### src/pmc_pkg.sv
package pmc_pkg;

  // ---------------------------------------------------------------
  // Register offsets
  // ---------------------------------------------------------------
  localparam logic [3:0] OFS_CORE_PWR   = 4'h0;  // core_power_ctrl_reg
  localparam logic [3:0] OFS_WAKE_CFG   = 4'h1;  // wake_config_reg
  localparam logic [3:0] OFS_SUPV_CTRL  = 4'h2;  // supervision / lost clock enables
  localparam logic [3:0] OFS_STATUS     = 4'h3;  // current mode status

  // ---------------------------------------------------------------
  // Field positions
  // ---------------------------------------------------------------
  localparam int CP_IDLE      = 0;
  localparam int CP_STOP      = 1;
  localparam int WK_CPT0      = 0;
  localparam int WK_PMAT      = 1;
  localparam int WK_RTCA      = 2;
  localparam int WK_RTCF      = 3;
  localparam int WK_RSTP      = 4;
  localparam int WK_CLEAR     = 5;
  localparam int WK_SUSPEND   = 6;
  localparam int WK_SLEEP     = 7;
  localparam int SV_WDOG_EN   = 0;
  localparam int SV_LCD_EN    = 1;
  localparam int SV_TWO_CELL  = 2;

  localparam int          NUM_WAKE     = 4;
  localparam logic [7:0]  RESET_BYTE   = 8'h00;
  localparam logic [15:0] RESET_VECTOR = 16'h0000;

  // ---------------------------------------------------------------
  // Timing
  // ---------------------------------------------------------------
  localparam int CLK_MHZ        = 250;
  localparam int FLAG_HOLD_CLKS = 2;
  localparam int LCD_TIMEOUT_US = 100;
  localparam int LCD_TIMEOUT_CYC = LCD_TIMEOUT_US * CLK_MHZ;

  typedef enum logic [2:0] {
    PMC_NORMAL  = 3'b000,
    PMC_IDLE    = 3'b001,
    PMC_STOP    = 3'b010,
    PMC_SUSPEND = 3'b011,
    PMC_SLEEP   = 3'b100
  } pmc_mode_e;

endpackage : pmc_pkg

### src/pmc_wake_sync.sv
`timescale 1ns/1ps
// ---------------------------------------------------------------
// Two-flop synchroniser for asynchronous wake levels
// ---------------------------------------------------------------
module pmc_wake_sync #(
  parameter int W = 5
) (
  input  wire logic         i_ref_clk,
  input  wire logic         i_rst_b,
  input  wire logic [W-1:0] i_async,
  output logic      [W-1:0] o_level
);
  logic [W-1:0] meta_q;
  logic [W-1:0] sync_q;

  always_ff @(posedge i_ref_clk)
  begin
    if (!i_rst_b)
    begin
      meta_q <= '0;
      sync_q <= '0;
    end
    else
    begin
      meta_q <= i_async;
      sync_q <= meta_q;
    end
  end

  assign o_level = sync_q;
endmodule : pmc_wake_sync

### src/pmc_ctrl.sv
// Chosen here: the register addresses and strobed register access.
`timescale 1ns/1ps
module pmc_ctrl #(
  parameter int LCD_CYC = pmc_pkg::LCD_TIMEOUT_CYC
) (
  input  wire logic        i_ref_clk,
  input  wire logic        i_rst_b,
  input  wire logic [3:0]  i_addr,
  input  wire logic [7:0]  i_wdata,
  input  wire logic        i_wr,
  input  wire logic        i_rd,
  input  wire logic        i_instr_done,
  input  wire logic        i_irq_pending,
  input  wire logic        i_reset_event,
  input  wire logic        i_wdog_expire,
  input  wire logic        i_rtc_fail,
  input  wire logic        i_rtc_alarm,
  input  wire logic        i_port_match,
  input  wire logic        i_cmp0,
  input  wire logic        i_rst_pin_b,
  output logic [7:0]       o_rdata,
  output logic             o_cpu_halt,
  output logic             o_clk_gate,
  output logic             o_prec_osc_en,
  output logic             o_int_osc_en,
  output logic             o_sys_reset,
  output logic [15:0]      o_reset_vector,
  output logic [2:0]       o_mode
);

  // ---------------------------------------------------------------
  // Synchronised wake inputs
  // ---------------------------------------------------------------
  logic [4:0] wk_lvl;
  logic [4:0] wk_lvl_q;
  logic [4:0] wk_rise;

  pmc_wake_sync #(.W(5)) u_sync (
    .i_ref_clk (i_ref_clk),
    .i_rst_b   (i_rst_b),
    .i_async   ({~i_rst_pin_b, i_rtc_fail, i_rtc_alarm, i_port_match, i_cmp0}),
    .o_level   (wk_lvl)
  );

  always_ff @(posedge i_ref_clk)
  begin
    if (!i_rst_b)
      wk_lvl_q <= '0;
    else
      wk_lvl_q <= wk_lvl;
  end

  assign wk_rise = wk_lvl & ~wk_lvl_q;

  // ---------------------------------------------------------------
  // Registers
  // ---------------------------------------------------------------
  pmc_pkg::pmc_mode_e mode_q;
  pmc_pkg::pmc_mode_e mode_d;
  logic [1:0]  core_sel_q;
  logic [3:0]  wake_en_q;
  logic [4:0]  flags_q;
  logic [2:0]  supv_q;
  logic [1:0]  hold_q;
  logic        pend_idle_q;
  logic        pend_stop_q;
  logic [31:0] lcd_cnt_q;
  logic        lcd_fire;
  logic        wr_core;
  logic        wr_wake;
  logic        clr_all;
  logic        req_lp;
  logic        flags_blocked;
  logic [3:0]  wake_hit;
  logic        any_wake;
  logic        rst_any;

  assign wr_core = i_wr && (i_addr == pmc_pkg::OFS_CORE_PWR);
  assign wr_wake = i_wr && (i_addr == pmc_pkg::OFS_WAKE_CFG);
  assign clr_all = wr_wake && i_wdata[pmc_pkg::WK_CLEAR];
  assign req_lp  = wr_wake && (i_wdata[pmc_pkg::WK_SLEEP] || i_wdata[pmc_pkg::WK_SUSPEND]);

  // Entry refused while any newly enabled source still has its flag set
  assign flags_blocked = |(flags_q[3:0] & i_wdata[3:0]);

  // Comparator wake masked in sleep unless two-cell supply
  always_comb
  begin
    wake_hit = wake_en_q & wk_lvl[3:0];
    if (mode_q == pmc_pkg::PMC_SLEEP && !supv_q[pmc_pkg::SV_TWO_CELL])
      wake_hit[pmc_pkg::WK_CPT0] = 1'b0;
  end

  assign any_wake = (|wake_hit) || wk_lvl[pmc_pkg::WK_RSTP];

  // Lost clock detector and watchdog both force a full reset
  assign rst_any = i_reset_event || lcd_fire
                   || (i_wdog_expire && supv_q[pmc_pkg::SV_WDOG_EN]);

  // ---------------------------------------------------------------
  // Software-visible control
  // ---------------------------------------------------------------
  always_ff @(posedge i_ref_clk)
  begin
    if (!i_rst_b)
      supv_q <= 3'b000;
    else if (i_wr && (i_addr == pmc_pkg::OFS_SUPV_CTRL))
      supv_q <= i_wdata[2:0];
  end

  always_ff @(posedge i_ref_clk)
  begin
    if (!i_rst_b || rst_any)
      wake_en_q <= '0;
    else if (req_lp)
      wake_en_q <= i_wdata[3:0];
    else if (wr_wake)
      wake_en_q <= i_wdata[3:0];
  end

  // Flags: set wins over clear, updates in every mode
  always_ff @(posedge i_ref_clk)
  begin
    if (!i_rst_b)
      flags_q <= '0;
    else
      flags_q <= (clr_all ? 5'b0_0000 : flags_q)
                 | {wk_rise[4], wk_lvl[3:0] & ~wk_lvl_q[3:0]};
  end

  // Flag hold-off after a wake from suspend
  always_ff @(posedge i_ref_clk)
  begin
    if (!i_rst_b)
      hold_q <= '0;
    else if ((mode_q == pmc_pkg::PMC_SUSPEND) && any_wake)
      hold_q <= 2'(pmc_pkg::FLAG_HOLD_CLKS);
    else if (hold_q != 2'b00)
      hold_q <= hold_q - 2'b01;
  end

  // ---------------------------------------------------------------
  // Mode requests wait for the issuing instruction
  // ---------------------------------------------------------------
  always_ff @(posedge i_ref_clk)
  begin
    if (!i_rst_b || rst_any)
    begin
      pend_idle_q <= 1'b0;
      pend_stop_q <= 1'b0;
    end
    else if (wr_core)
    begin
      pend_idle_q <= i_wdata[pmc_pkg::CP_IDLE];
      pend_stop_q <= i_wdata[pmc_pkg::CP_STOP];
    end
    else if (i_instr_done)
    begin
      pend_idle_q <= 1'b0;
      pend_stop_q <= 1'b0;
    end
  end

  always_ff @(posedge i_ref_clk)
  begin
    if (!i_rst_b || rst_any)
      core_sel_q <= 2'b00;
    else if (mode_q == pmc_pkg::PMC_IDLE && i_irq_pending)
      core_sel_q[pmc_pkg::CP_IDLE] <= 1'b0;
    else if (wr_core)
      core_sel_q <= i_wdata[1:0];
  end

  // ---------------------------------------------------------------
  // Mode state machine
  // ---------------------------------------------------------------
  always_comb
  begin
    mode_d = mode_q;
    case (mode_q)
      pmc_pkg::PMC_NORMAL:
      begin
        if (req_lp && !flags_blocked)
          mode_d = i_wdata[pmc_pkg::WK_SLEEP] ? pmc_pkg::PMC_SLEEP
                                              : pmc_pkg::PMC_SUSPEND;
        else if (i_instr_done && pend_stop_q)
          mode_d = pmc_pkg::PMC_STOP;
        else if (i_instr_done && pend_idle_q)
          mode_d = pmc_pkg::PMC_IDLE;
      end
      pmc_pkg::PMC_IDLE:
        if (i_irq_pending)
          mode_d = pmc_pkg::PMC_NORMAL;
      pmc_pkg::PMC_STOP:
        mode_d = pmc_pkg::PMC_STOP;
      pmc_pkg::PMC_SUSPEND,
      pmc_pkg::PMC_SLEEP:
        if (any_wake)
          mode_d = pmc_pkg::PMC_NORMAL;
      default:
        mode_d = pmc_pkg::PMC_NORMAL;
    endcase
    if (rst_any)
      mode_d = pmc_pkg::PMC_NORMAL;
  end

  always_ff @(posedge i_ref_clk)
  begin
    if (!i_rst_b)
      mode_q <= pmc_pkg::PMC_NORMAL;
    else
      mode_q <= mode_d;
  end

  // Lost clock detector counts only while stopped
  always_ff @(posedge i_ref_clk)
  begin
    if (!i_rst_b || mode_q != pmc_pkg::PMC_STOP || !supv_q[pmc_pkg::SV_LCD_EN])
      lcd_cnt_q <= '0;
    else if (lcd_cnt_q != 32'(LCD_CYC))
      lcd_cnt_q <= lcd_cnt_q + 32'd1;
  end

  assign lcd_fire = (mode_q == pmc_pkg::PMC_STOP) && supv_q[pmc_pkg::SV_LCD_EN]
                    && (lcd_cnt_q == 32'(LCD_CYC - 1));

  // ---------------------------------------------------------------
  // Outputs
  // ---------------------------------------------------------------
  always_ff @(posedge i_ref_clk)
  begin
    if (!i_rst_b)
    begin
      o_cpu_halt    <= 1'b0;
      o_clk_gate    <= 1'b0;
      o_prec_osc_en <= 1'b1;
      o_int_osc_en  <= 1'b1;
      o_mode        <= 3'b000;
    end
    else
    begin
      // Idle halts only the core; peripherals and state stay live
      o_cpu_halt    <= mode_d != pmc_pkg::PMC_NORMAL;
      o_prec_osc_en <= mode_d == pmc_pkg::PMC_NORMAL
                       || mode_d == pmc_pkg::PMC_IDLE;
      o_clk_gate    <= mode_d == pmc_pkg::PMC_SUSPEND
                       || mode_d == pmc_pkg::PMC_SLEEP;
      o_int_osc_en  <= !(mode_d == pmc_pkg::PMC_SUSPEND
                       || mode_d == pmc_pkg::PMC_SLEEP);
      o_mode        <= mode_d;
    end
  end

  always_ff @(posedge i_ref_clk)
  begin
    if (!i_rst_b)
    begin
      o_sys_reset    <= 1'b0;
      o_reset_vector <= pmc_pkg::RESET_VECTOR;
    end
    else
    begin
      o_sys_reset    <= rst_any;
      o_reset_vector <= pmc_pkg::RESET_VECTOR;
    end
  end

  always_ff @(posedge i_ref_clk)
  begin
    if (!i_rst_b)
      o_rdata <= pmc_pkg::RESET_BYTE;
    else if (!i_rd)
      o_rdata <= pmc_pkg::RESET_BYTE;
    else
      case (i_addr)
        pmc_pkg::OFS_CORE_PWR:  o_rdata <= {6'b00_0000, core_sel_q};
        pmc_pkg::OFS_WAKE_CFG:  o_rdata <= (hold_q != 2'b00) ? 8'h00
                                           : {3'b000, flags_q};
        pmc_pkg::OFS_SUPV_CTRL: o_rdata <= {5'b0_0000, supv_q};
        pmc_pkg::OFS_STATUS:    o_rdata <= {5'b0_0000, mode_q};
        default:                o_rdata <= pmc_pkg::RESET_BYTE;
      endcase
  end

  // ---------------------------------------------------------------
  // Checks
  // ---------------------------------------------------------------
  property p_stop_sticky;
    @(posedge i_ref_clk) disable iff (!i_rst_b)
      (mode_q == pmc_pkg::PMC_STOP && !rst_any) |=> (mode_q == pmc_pkg::PMC_STOP);
  endproperty
  a_stop_sticky: assert property (p_stop_sticky) else $error("stop left without reset");

  property p_idle_exit;
    @(posedge i_ref_clk) disable iff (!i_rst_b)
      (mode_q == pmc_pkg::PMC_IDLE && i_irq_pending) |=> (mode_q == pmc_pkg::PMC_NORMAL && !o_cpu_halt);
  endproperty
  a_idle_exit: assert property (p_idle_exit) else $error("idle did not end on irq");

  property p_susp_gate;
    @(posedge i_ref_clk) disable iff (!i_rst_b)
      (mode_q == pmc_pkg::PMC_SUSPEND) |-> (o_clk_gate && !o_int_osc_en);
  endproperty
  a_susp_gate: assert property (p_susp_gate) else $error("suspend clock not gated");

  property p_flag_zero;
    @(posedge i_ref_clk) disable iff (!i_rst_b)
      (mode_q == pmc_pkg::PMC_SUSPEND && any_wake ##1 i_rd && i_addr == pmc_pkg::OFS_WAKE_CFG)
      |=> (o_rdata == 8'h00);
  endproperty
  a_flag_zero: assert property (p_flag_zero) else $error("flags nonzero after wake");

  property p_rst_vec;
    @(posedge i_ref_clk) disable iff (!i_rst_b)
      rst_any |=> (o_sys_reset && o_reset_vector == pmc_pkg::RESET_VECTOR && o_mode == 3'b000);
  endproperty
  a_rst_vec: assert property (p_rst_vec) else $error("reset sequence missing");

  property p_lcd;
    @(posedge i_ref_clk) disable iff (!i_rst_b)
      lcd_fire |=> (mode_q == pmc_pkg::PMC_NORMAL);
  endproperty
  a_lcd: assert property (p_lcd) else $error("lost clock did not reset stop");

  property p_pin_wake;
    @(posedge i_ref_clk) disable iff (!i_rst_b)
      (mode_q == pmc_pkg::PMC_SLEEP && wk_lvl[pmc_pkg::WK_RSTP] && !rst_any)
      |=> (mode_q == pmc_pkg::PMC_NORMAL && !o_sys_reset);
  endproperty
  a_pin_wake: assert property (p_pin_wake) else $error("pin glitch did not wake");

  property p_prio;
    @(posedge i_ref_clk) disable iff (!i_rst_b)
      (mode_q == pmc_pkg::PMC_NORMAL && req_lp && !flags_blocked && !rst_any
       && i_wdata[pmc_pkg::WK_SLEEP]) |=> (mode_q == pmc_pkg::PMC_SLEEP);
  endproperty
  a_prio: assert property (p_prio) else $error("sleep priority broken");

endmodule : pmc_ctrl

### config.mk
export PLATFORM = sky130hd
export DESIGN_NAME = pmc_ctrl
export DESIGN_NICKNAME = d
export VERILOG_FILES = /design/src/pmc_pkg.sv /design/src/pmc_wake_sync.sv /design/src/pmc_ctrl.sv
export SDC_FILE = /design/constraint.sdc
export NUM_CORES = 1
export LEC_CHECK = 0
export ABC_CLOCK_PERIOD_IN_PS = 5600
export BUFFER_PORTS_ARGS = -buffer_cell sky130_fd_sc_hd__buf_2
export CAP_MARGIN = 0
export CORE_ASPECT_RATIO = 0.5
export CORE_MARGIN = 2
export CORE_UTILIZATION = 50
export CTS_CLUSTER_DIAMETER = 60
export DETAILED_ROUTE_END_ITERATION = 8
export HOLD_SLACK_MARGIN = 0.05
export PLACE_DENSITY_LB_ADDON = 0.15
export SLEW_MARGIN = 10
export SYNTH_ARGS = -nofsm -noshare
export SYNTH_HDL_FRONTEND = slang
export SYNTH_SLANG_ARGS = --single-unit
### constraint.sdc
create_clock -name i_ref_clk -period 5.6 [get_ports i_ref_clk]
set_input_delay 0.84 -clock i_ref_clk [delete_from_list [all_inputs] [get_ports i_ref_clk]]
set_output_delay 0.84 -clock i_ref_clk [all_outputs]
set_load 0.05 [all_outputs]
==> metrics.md, run 1 <==
| Metric | Value |
|---|---|
| Outcome | completed |
| Yosys cell types | 48 |
| CTS tree | built |
| Buf+Inv Stages, Crit Path | 1 |
| Syn-to-layout area delta | 13.4% |
| Slew of the pin with the lowest slew margin | 1.17 ns |
| Filler instances | 539 |
| Synthesized area per cell | between 9 and 10 sq um |
| Setup violators final | 0 |
| Power per cell area | 308 nW/um^2 |
| Worst setup SP type | input pin |
| Max Buffers Root-to-Sink | 2 |
| Reg clk slew, reported paths | approximately 0.06 ns |
| Final period util | 54.7% |
| Critical path's slowest cell | a2111oi_0 |
| CTS Buf Count | 9 |
| DR iter-0 viols | ~170 |
| First-pass GRT wire length | about 11000 um |
| WP data required | just under 6 ns |
| Worst-path fanout max | 8 |
| Worst Reg-to-Reg Cells | 4 |
| IO buf count | 36 |
| Ys async rst share | 0% |
| Post-CTS resize count | 0 |
| Cts-stage hold buffer count | 0 |
| CP endpoint kind | flip-flop |
| H-tree Lvls | 3 |
| Setup TNS after final layout | 0 ns |
| Via density | roughly 5.2 |
| Post-synth EDFFs | 0 |
| CTS root buf | clkbuf_16 |
| CORE AREA | around 6300 sq um |
| Die area | between 7000 and 8000 sq um |
| Leakage | 1.43 nW |
| Fin nets | 431 |
| GR Util All Layers | between 10% and 20% |
| Die Ht | 61.8 um |
| Combinational share of power | 5.5% |
| Ys Warns | 0 |
| Initial antenna violation count | 0 |
| Slew headroom | roughly 22% |
| Initial Util | around 53% |
| DRC | 0 |
| CP cell instances | buf_2 > or3b_2 > nor2_2 > a31oi_1 > a2111oi_0 > or2_2 > a21oi_1 |
| Largest stage delay, worst path | ~0.95 ns |
| Via count | 2601 |
| Crit Path Class | input pin to flip-flop |
| Tmin final | approximately 3.1 ns |
| Vias in the first global route | about 2400 |
| Die width | 120 um |
| Worst hold path type | flip-flop to flip-flop |
| GRT overflow | 0 |
| CP top delay family | compound AO/OA/AOI/OAI gates |
| Yosys reg bits | about 80 |
| Max Clock Freq | roughly 330 MHz |
| Power share of the clock group | a little under half |
| Post-synthesis sequential area ratio | between 40% and 50% |
| Row count | 20 |
| RSZ-0062 raised after global routing | no |
| Critical Path Stages | 7 |
| Setup Buffers After CTS | 0 |
| VDD IR max | 0.137 mV |
| Max-Cap Viols | 0 |
| Sw Pwr | about 0.28 mW |
| Seq pwr share | 48.5% |
| Clk sinks | 78 |
| Share of cells above drive strength 1 | roughly 16% |
| TritonRoute pass-1 iters | 4 |
| Clock Skew | between 0.005 and 0.006 ns |
| Final HPWL DP | around 4700 um |
| Largest net degree at the start of global routing | 33 |
| Mapped Cells | approximately 370 |
| Antenna viol nets, final | 0 |
| Antenna cells | 0 |
| Max Slew Vio Count | 0 |
| Skew-Pair Late Insertion Delay | between 0.3 and 0.4 ns |
| Sw Share | a little under a quarter |
| Min Hold Slack | about 0.43 ns |
| Total length of routed wires | between 6000 and 7000 um |
| Crit path DAT | ~3.3 ns |
| Hold path depth | 1 |
| Ports | 57 |
| Main synth FF type | dfxtp_1 |
| Fin. Hold Viols | 0 |
| Mapped cell area | between 3000 and 4000 sq um |
| Wirelength per Cell | ~13 um |
| Pint | 0.891 mW |
| Gp weighted congestion | roughly 0.85 |
[synth_stat cells (3+ instances only)]
master	number	share of area, %
mux2_2	3	1.0
clkbuf_1	10	1.1
buf_2	3	0.45
xor2_1	14	3.7
nand2_1	23	2.6
and3_1	5	0.94
and4_1	5	1.3
nor3_1	7	1.0
o21ai_0	10	1.5
and2_1	17	3.2
nor4_1	6	1.1
nor2_1	54	6.1
nor4b_1	4	1.0
nand4_1	6	1.1
xnor2_1	8	2.1
nor2b_1	7	1.3
nand3_1	11	1.6
inv_1	6	0.67
or3_2	4	0.90
or3_1	6	1.1
dfxtp_1	78	47
a21oi_1	17	2.5
buf_4	19	4.3
mux2i_1	11	3.3
a31oi_1	4	0.75
a311oi_1	3	0.79
[worst reg2reg max path, stage by stage (launching register included)]
cell and delay, ns:
dfxtp_1 0.47, nor2b_1 0.34, nor2b_1 0.30, nand3_1 0.85, a21oi_1 0.41
[state kept, by name, indices dropped and copies added, names as in the netlist, 2 cells and up]
signal          cells
u_sync.o_level      5
supv_q              3
wk_lvl_q            5
u_sync.meta_q       5
lcd_cnt_q          32
o_rdata             5
hold_q              2
flags_q             5
core_sel_q          2
o_mode              3
wake_en_q           4
[power by group through the flow]
stage               sequential (mW)  combinational, mW  clock [mW]
CTS                           0.566             0.0645       0.551
detailed placement            0.579             0.0644           0
floorplan                     0.580             0.0569           0
finish                        0.566             0.0646       0.538
global placement              0.579             0.0634           0
global route                  0.567             0.0695       0.576
[metal layers]
layer | up-vias | share of wire, % | track usage (%)
li1 | 1314 | - | -
met1 | 1211 | 47 | 22.7
met2 | 64 | 47 | 32.5
met3 | 12 | 5.2 | 6.39
met4 | 0 | 1.2 | 8.57
met5 | - | 0 | 0
[final cells by class]
class / count / area (sq um) / area share, %
multi-input cells: 273 / 1630 / 43.1
repair buffers: 36 / 180 / 4.75
clock buffers: 10 / 239 / 6.31
well taps: 88 / 110 / 2.91
flip-flops and latches: 78 / 1560 / 41.2
clock inverters: 6 / 45.0 / 1.19
inverters: 6 / 22.5 / 0.594
[final timing paths]
check                                         end  slack [ns]              from
worst min register to register  u_sync.o_level[4]        0.43  u_sync.meta_q[4]
worst min-delay path            u_sync.o_level[4]        0.43  u_sync.meta_q[4]
worst max-delay path                   o_clk_gate        2.54         i_addr[3]
worst max register to register      lcd_cnt_q[31]        3.11         o_mode[1]
[kinds of logic (layout without fill, tap and decap cells)]
logic type,Yosys count,in the layout,synth area share (%)
fa+ha+maj,2,2,0.748
other cells,1,19,0.112
flops,78,78,46.7
compound gates,47,47,8.91
buf+inv,38,58,6.51
xor+xnor,22,22,5.76
mux,14,14,4.30
simple gates,169,169,26.9
[per-stage QoR]
step                area (sq um)  util (%)  setup WS, ns  total power, mW  std cells
finish                      3790      60.6          2.54             1.17        497
global route                3790      60.6          2.31             1.21        497
CTS                         3790      60.6          2.57             1.18        497
detailed placement          3510      56.0          2.23            0.643        481
global placement            3510      56.0          2.37            0.642        481
floorplan                   3410         -          2.79            0.637        389
[placed cells by master, fill, tap and decap left out, types with 5 or more instances in the layout]
cell type  netlist  routed
nor2b_1          7       7
conb_1           1      19
mux2i_1         11      11
nand4_1          6       6
nand2_1         23      23
a21oi_1         17      17
inv_1            6       6
nor3_1           7       7
o21ai_0         10      10
dfxtp_1         78      78
clkbuf_16        0       9
and4_1           5       5
and2_1          17      17
nor2_1          54      54
buf_2            3      36
nor4_1           6       6
or3_1            6       6
xnor2_1          8       8
and3_1           5       5
xor2_1          14      14
nand3_1         11      11
Note: power is estimated with default switching activity, not from simulation.
==> run 2: changes to the inputs <==
- ABC_CLOCK_PERIOD_IN_PS: 5600 -> 2600
- clock period: 5.6 -> 2.6 ns (I/O delays scaled with it)
==> metrics.md, run 2 (synthesis results as in run 1) <==
| Metric | Value |
|---|---|
| Outcome | completed |
| Fin nets | 435 (+0.93%) |
| Wirelength per Cell | 13.4 um (+2.9%) |
| Total length of routed wires | 6710 um (+3.5%) |
| Setup TNS after final layout | 0 ns (unchanged) |
| DRC | 0 (unchanged) |
| Min Hold Slack | 0.201 ns (-0.234 ns) |
| Storage element area | 1560 sq um (unchanged) |
| Largest net degree at the start of global routing | 33 (unchanged) |
| Die area | 7400 sq um (unchanged) |
| DR iter-0 viols | 155 (-7.7%) |
| Antenna viol nets, final | 0 (unchanged) |
| Die width | 120 um (unchanged) |
| Ports | 57 (unchanged) |
| Share of cells above drive strength 1 | 16.7% (+0.61 points) |
| Fin. Hold Viols | 0 (unchanged) |
| CTS Buf Count | 9 (unchanged) |
| Setup violators final | 0 (unchanged) |
| Filler instances | 546 (+1.3%) |
| Via count | 2649 (+1.8%) |
| CTS tree | built |
| Slew of the pin with the lowest slew margin | 0.796 ns (-0.376 ns) |
| Initial Util | 53.4% (unchanged) |
| Slew headroom | 46.2% (+25 points) |
| H-tree Lvls | 3 (unchanged) |
| Final period util | about nine tenths |
| Crit path DAT | 2.64 ns (-0.63 ns) |
| CP endpoint kind | flip-flop |
| Clock Skew | 0.00622 ns (+0.000494 ns) |
| TritonRoute pass-1 iters | 4 (unchanged) |
| First-pass GRT wire length | 11100 um (+1.9%) |
| Cts-stage hold buffer count | 0 (unchanged) |
| GR Util All Layers | 19.7% (+0.76 points) |
| Via density | 5.30 (+1.2%) |
| Max Clock Freq | about 420 MHz |
| IO buf count | 36 (unchanged) |
| Top reg by flops | lcd_cnt_q |
| Max-Cap Viols | 0 (unchanged) |
| Leakage | 1.45 nW (+2.0%) |
| Max Slew Vio Count | 0 (unchanged) |
| Skew-Pair Late Insertion Delay | 0.33 ns (about the same) |
| Clk sinks | 78 (unchanged) |
| Reg clk slew, reported paths | 0.06 ns (about the same) |
| Area of the multi-input gates | 1630 sq um (unchanged) |
| Gp weighted congestion | 0.859 (+0.56%) |
| Final HPWL DP | 4740 um (+1.6%) |
| Worst-path fanout max | 7 (-1) |
| CORE AREA | 6260 sq um (unchanged) |
| Setup Buffers After CTS | 0 (unchanged) |
| WP data required | 2.86 ns (-2.95 ns) |
| Syn-to-layout area delta | 14.7% |
| CTS root buf | clkbuf_16 |
| Most frequent cells in the layout | dfxtp_1 (78), nor2_1 (54), buf_2 (36) |
| VDD IR max | 0.281 mV (+110%) |
| Max reg flops | 32 (unchanged) |
| Crit Path Class | flip-flop to flip-flop |
| Power per cell area | 678 nW/um^2 (+120%) |
| Die Ht | 61.8 um (unchanged) |
| Commonest non-fill, non-tap cell in the layout | dfxtp_1 |
| Worst hold path type | input pin to flip-flop |
| Row count | 20 (unchanged) |
| Max Buffers Root-to-Sink | 2 (unchanged) |
| RSZ-0062 raised after global routing | no |
| Vias in the first global route | 2400 (-1.6%) |
| Worst setup SP type | flip-flop |
| Antenna cells | 0 (unchanged) |
| Tmin final | 2.38 ns |
| Post-CTS resize count | 0 (unchanged) |
| Initial antenna violation count | 0 (unchanged) |
| GRT overflow | 0 (unchanged) |
run 2: cell count changes in the layout (fill, tap and decap cells not counted), sizes merged:
cell	previous run	this run
clkinv	2	1
bufinv	0	1
buf	36	40
clkinvlp	3	2
run 2: path summary, 6_finish.rpt:
check | slack, ns | start | endpoint | cells past startpoint
worst min-delay path | 0.20 | i_rst_pin_b | u_sync.meta_q[4] | 2
worst max-delay path | 0.22 | lcd_cnt_q[4] | lcd_cnt_q[27] | 6
worst min register to register | 0.43 | u_sync.meta_q[4] | u_sync.o_level[4] | 1
worst max register to register | 0.22 | lcd_cnt_q[4] | lcd_cnt_q[27] | 6
run 2: per-layer routing:
| layer | routed length, um | global-route usage [%] |
|---|---|---|
| met1 | 3070 | 23.4 |
| met2 | 3200 | 34.3 |
| met3 | 369 | 7.03 |
| met4 | 74 | 7.56 |
| met5 | 0 | 0 |
run 2: where the power goes:
group	total [mW]	internal [mW]	switching, mW
Combinational	0.140	0.0339	0.106
Sequential	1.22	1.21	0.00873
Clock	1.24	0.765	0.475
Total	2.60	2.01	0.590
run 2: cell type report:
cell class	instances	share of cell area (%)
Multi-Input combinational cell	273	42.6
Sequential cell	78	40.7
Clock buffer	10	6.23
Timing Repair Buffer	40	5.48
Tap cell	88	2.87
Clock inverter	5	1.53
Inverter	6	0.587
run 2: metrics by stage:
| step | cells | instance area (sq um) | setup slack (ns) | utilization [%] | total power, mW |
|---|---|---|---|---|---|
| 2_1_floorplan | 389 | 3410 | 0.181 | - | 1.37 |
| 3_3_place_gp | 485 | 3540 | 0.292 | 56.5 | 1.38 |
| 3_5_place_dp | 485 | 3540 | 0.240 | 56.5 | 1.39 |
| 4_1_cts | 500 | 3830 | 0.210 | 61.3 | 2.62 |
| 5_1_grt | 500 | 3830 | 0.0724 | 61.3 | 2.69 |
| 6_report | 500 | 3830 | 0.219 | 61.3 | 2.60 |
run 2: worst max-delay path, stage by stage, from the launching register on:
cell and delay (ns):
dfxtp_1 0.45, nand4_4 0.17, or3_1 0.47, or3_4 0.44, or2_1 0.30, or3_1 0.34, a21oi_1 0.15
==> run 3: changes to the inputs <==
- ABC_CLOCK_PERIOD_IN_PS: 2600 -> unset
- GPL_TIMING_DRIVEN: unset -> 0
- PLACE_DENSITY: unset -> 0.87
- PLACE_DENSITY_LB_ADDON: 0.15 -> unset
==> metrics.md, run 3 (synthesis results as in run 1) <==
| Metric | Value |
|---|---|
| IO buf count | 36 (unchanged) |
| Critical path capture point | lcd_cnt_q[31] |
| Gp weighted congestion | 0.903 (+5.1%) |
| Tmin final | 2.46 ns (+0.0795 ns) |
| Reg2reg end | lcd_cnt_q[31] |
| Clock Skew | 0.00505 ns (-0.00117 ns) |
| TritonRoute pass-1 iters | 5 (+1) |
| RSZ-0062 raised after global routing | no |
| Syn-to-layout area delta | 21.3% |
| Via count | 2812 (+6.2%) |
| Largest net degree at the start of global routing | 14 (-58%) |
| WP data required | 2.86 ns (about the same) |
| GRT overflow | 0 (unchanged) |
| Critical path launch point | lcd_cnt_q[3] |
| Initial Util | 53.4% (unchanged) |
| Combinational share of power | 6.3% (+0.9 points) |
| Max Slew Vio Count | 0 (unchanged) |
| GR Util All Layers | 19.9% (+0.13 points) |
| Ports | 57 (unchanged) |
| First-pass GRT wire length | 11400 um (+2.7%) |
| Die Ht | 61.8 um (unchanged) |
| H-tree Lvls | 3 (unchanged) |
| Antenna viol nets, final | 0 (unchanged) |
| Crit path DAT | 2.72 ns (+0.08 ns) |
| R2R Path Start | lcd_cnt_q[3] |
| Fin nets | 464 (+6.7%) |
| DRC | 0 (unchanged) |
| DP Worst Slack | -0.239 ns (-0.479 ns) |
| Worst hold path type | input pin to flip-flop |
| CP top delay family | simple AND/OR/NAND/NOR gates |
| Clk sinks | 78 (unchanged) |
| VDD IR max | 0.330 mV (+17%) |
| Reg clk slew, reported paths | 0.06 ns (about the same) |
| CTS tree | built |
| Vias in the first global route | 2567 (+7.0%) |
| Reg2reg setup slack | 0.14 ns (-0.08 ns) |
| Area after DPL | 3700 sq um (+4.7%) |
| Max Clock Freq | 406 MHz (-3.2%) |
| Post-Route Utilization | 64.8% (+3.5 points) |
| CTS root buf | clkbuf_16 |
| Power share of the clock group | 48.6% (+0.9 points) |
| Final HPWL DP | 4810 um (+1.5%) |
| Die width | 120 um (unchanged) |
| Max Buffers Root-to-Sink | 2 (unchanged) |
| Commonest non-fill, non-tap cell in the layout | dfxtp_1 |
| Final period util | 94.6% (+3.1 points) |
| Sw Pwr | 0.598 mW (+1.3%) |
| Worst Reg-to-Reg Cells | 9 (+3) |
| Crit Path Class | flip-flop to flip-flop |
| Leakage | 1.59 nW (+9.5%) |
| Slew of the pin with the lowest slew margin | 0.792 ns (-0.00327 ns) |
| Buf+Inv Stages, Crit Path | 3 (+3) |
| Row count | 20 (unchanged) |
| Setup TNS after final layout | 0 ns (unchanged) |
| Slew headroom | 46.4% (+0.22 points) |
| CP cell instances | clkbuf_4 > nand4_4 > or3_1 > buf_2 > or3_4 > or2_1 > buf_2 > or3_1 > a21oi_1 |
| Critical Path Stages | 9 (+3) |
| Sw Share | 22.1% (-0.61 points) |
| Final worst setup slack | 0.140 ns (-0.0795 ns) |
| Via density | 5.31 (+0.14%) |
| Setup violators final | 0 (unchanged) |
| Max reg flops | 32 (unchanged) |
| Fin. Hold Viols | 0 (unchanged) |
| Total length of routed wires | 7070 um (+5.2%) |
| Top reg by flops | lcd_cnt_q |
| Share of cells above drive strength 1 | 20.6% (+3.8 points) |
| CP endpoint kind | flip-flop |
| Seq pwr share | 45.1% (-1.8 points) |
| Design Area, Final | 4060 sq um (+5.8%) |
| Skew-Pair Late Insertion Delay | 0.33 ns (about the same) |
| Worst setup SP type | flip-flop |
| Largest stage delay, worst path | 0.40 ns (-0.07 ns) |
| Antenna cells | 0 (unchanged) |
| Total power | 2.71 mW (+4.1%) |
| Most frequent cells in the layout | dfxtp_1 (78), nor2_1 (54), buf_2 (38) |
| Wirelength per Cell | 13.3 um (-0.73%) |
| Outcome | completed |
| Power per cell area | 668 nW/um^2 (-1.5%) |
| DR iter-0 viols | 252 (+63%) |
| Die area | 7400 sq um (unchanged) |
| Initial antenna violation count | 0 (unchanged) |
| CTS Buf Count | 9 (unchanged) |
| Critical path's slowest cell | or3_4 |
| Pint | 2.11 mW (+5.0%) |
| CORE AREA | 6260 sq um (unchanged) |
| Max-Cap Viols | 0 (unchanged) |
| Worst-path fanout max | 7 (unchanged) |
run 3: metrics by stage:
step,hold slack [ns],instances
finish,0.208,530
global route,0.198,530
CTS,0.200,529
detailed placement,0.420,513
global placement,0.417,513
floorplan,0.412,389
run 3: area by class of cell:
| type | count | area [sq um] |
|---|---|---|
| flip-flops and latches | 78 | 1560 |
| clock buffers | 11 | 233 |
| repair buffers | 37 | 188 |
| well taps | 88 | 110 |
| plain buffers | 32 | 203 |
| inverters | 6 | 22.5 |
| multi-input cells | 273 | 1650 |
| fillers | 500 | 2200 |
| clock inverters | 5 | 83.8 |
run 3: worst min-delay path by stage:
| stage | depth (start not counted) | endpoint | startpoint | slack (ns) |
|---|---|---|---|---|
| 2_1_floorplan | 1 | u_sync.o_level[0] | u_sync.meta_q[0] | 0.41 |
| 3_3_place_gp | 1 | u_sync.o_level[4] | u_sync.meta_q[4] | 0.42 |
| 3_5_place_dp | 1 | u_sync.o_level[3] | u_sync.meta_q[3] | 0.42 |
| 4_1_cts | 2 | u_sync.meta_q[4] | i_rst_pin_b | 0.20 |
| 5_1_grt | 2 | u_sync.meta_q[4] | i_rst_pin_b | 0.20 |
| 6_report | 2 | u_sync.meta_q[4] | i_rst_pin_b | 0.21 |
run 3: power by group through the flow:
stage	sequential, mW	clock (mW)	combinational (mW)
floorplan	1.25	0	0.123
global placement	1.25	0	0.163
detailed placement	1.25	0	0.165
CTS	1.22	1.33	0.167
global route	1.22	1.39	0.182
finish	1.22	1.32	0.172
run 3: routing by layer:
metal / up-vias / share of wire [%] / track usage (%)
met1: 1293 / 43 / 22.4
li1: 1386 / - / -
met3: 20 / 7.9 / 7.39
met2: 113 / 46 / 34.6
met5: - / 0 / 0
met4: 0 / 2.8 / 10.4
run 3: repair_timing:
action	4_1_cts	5_1_grt
pin swaps	0	1
hold buffers	0	0
setup endpoints to repair	10	13
setup buffers	0	1
gates resized for setup	2	7
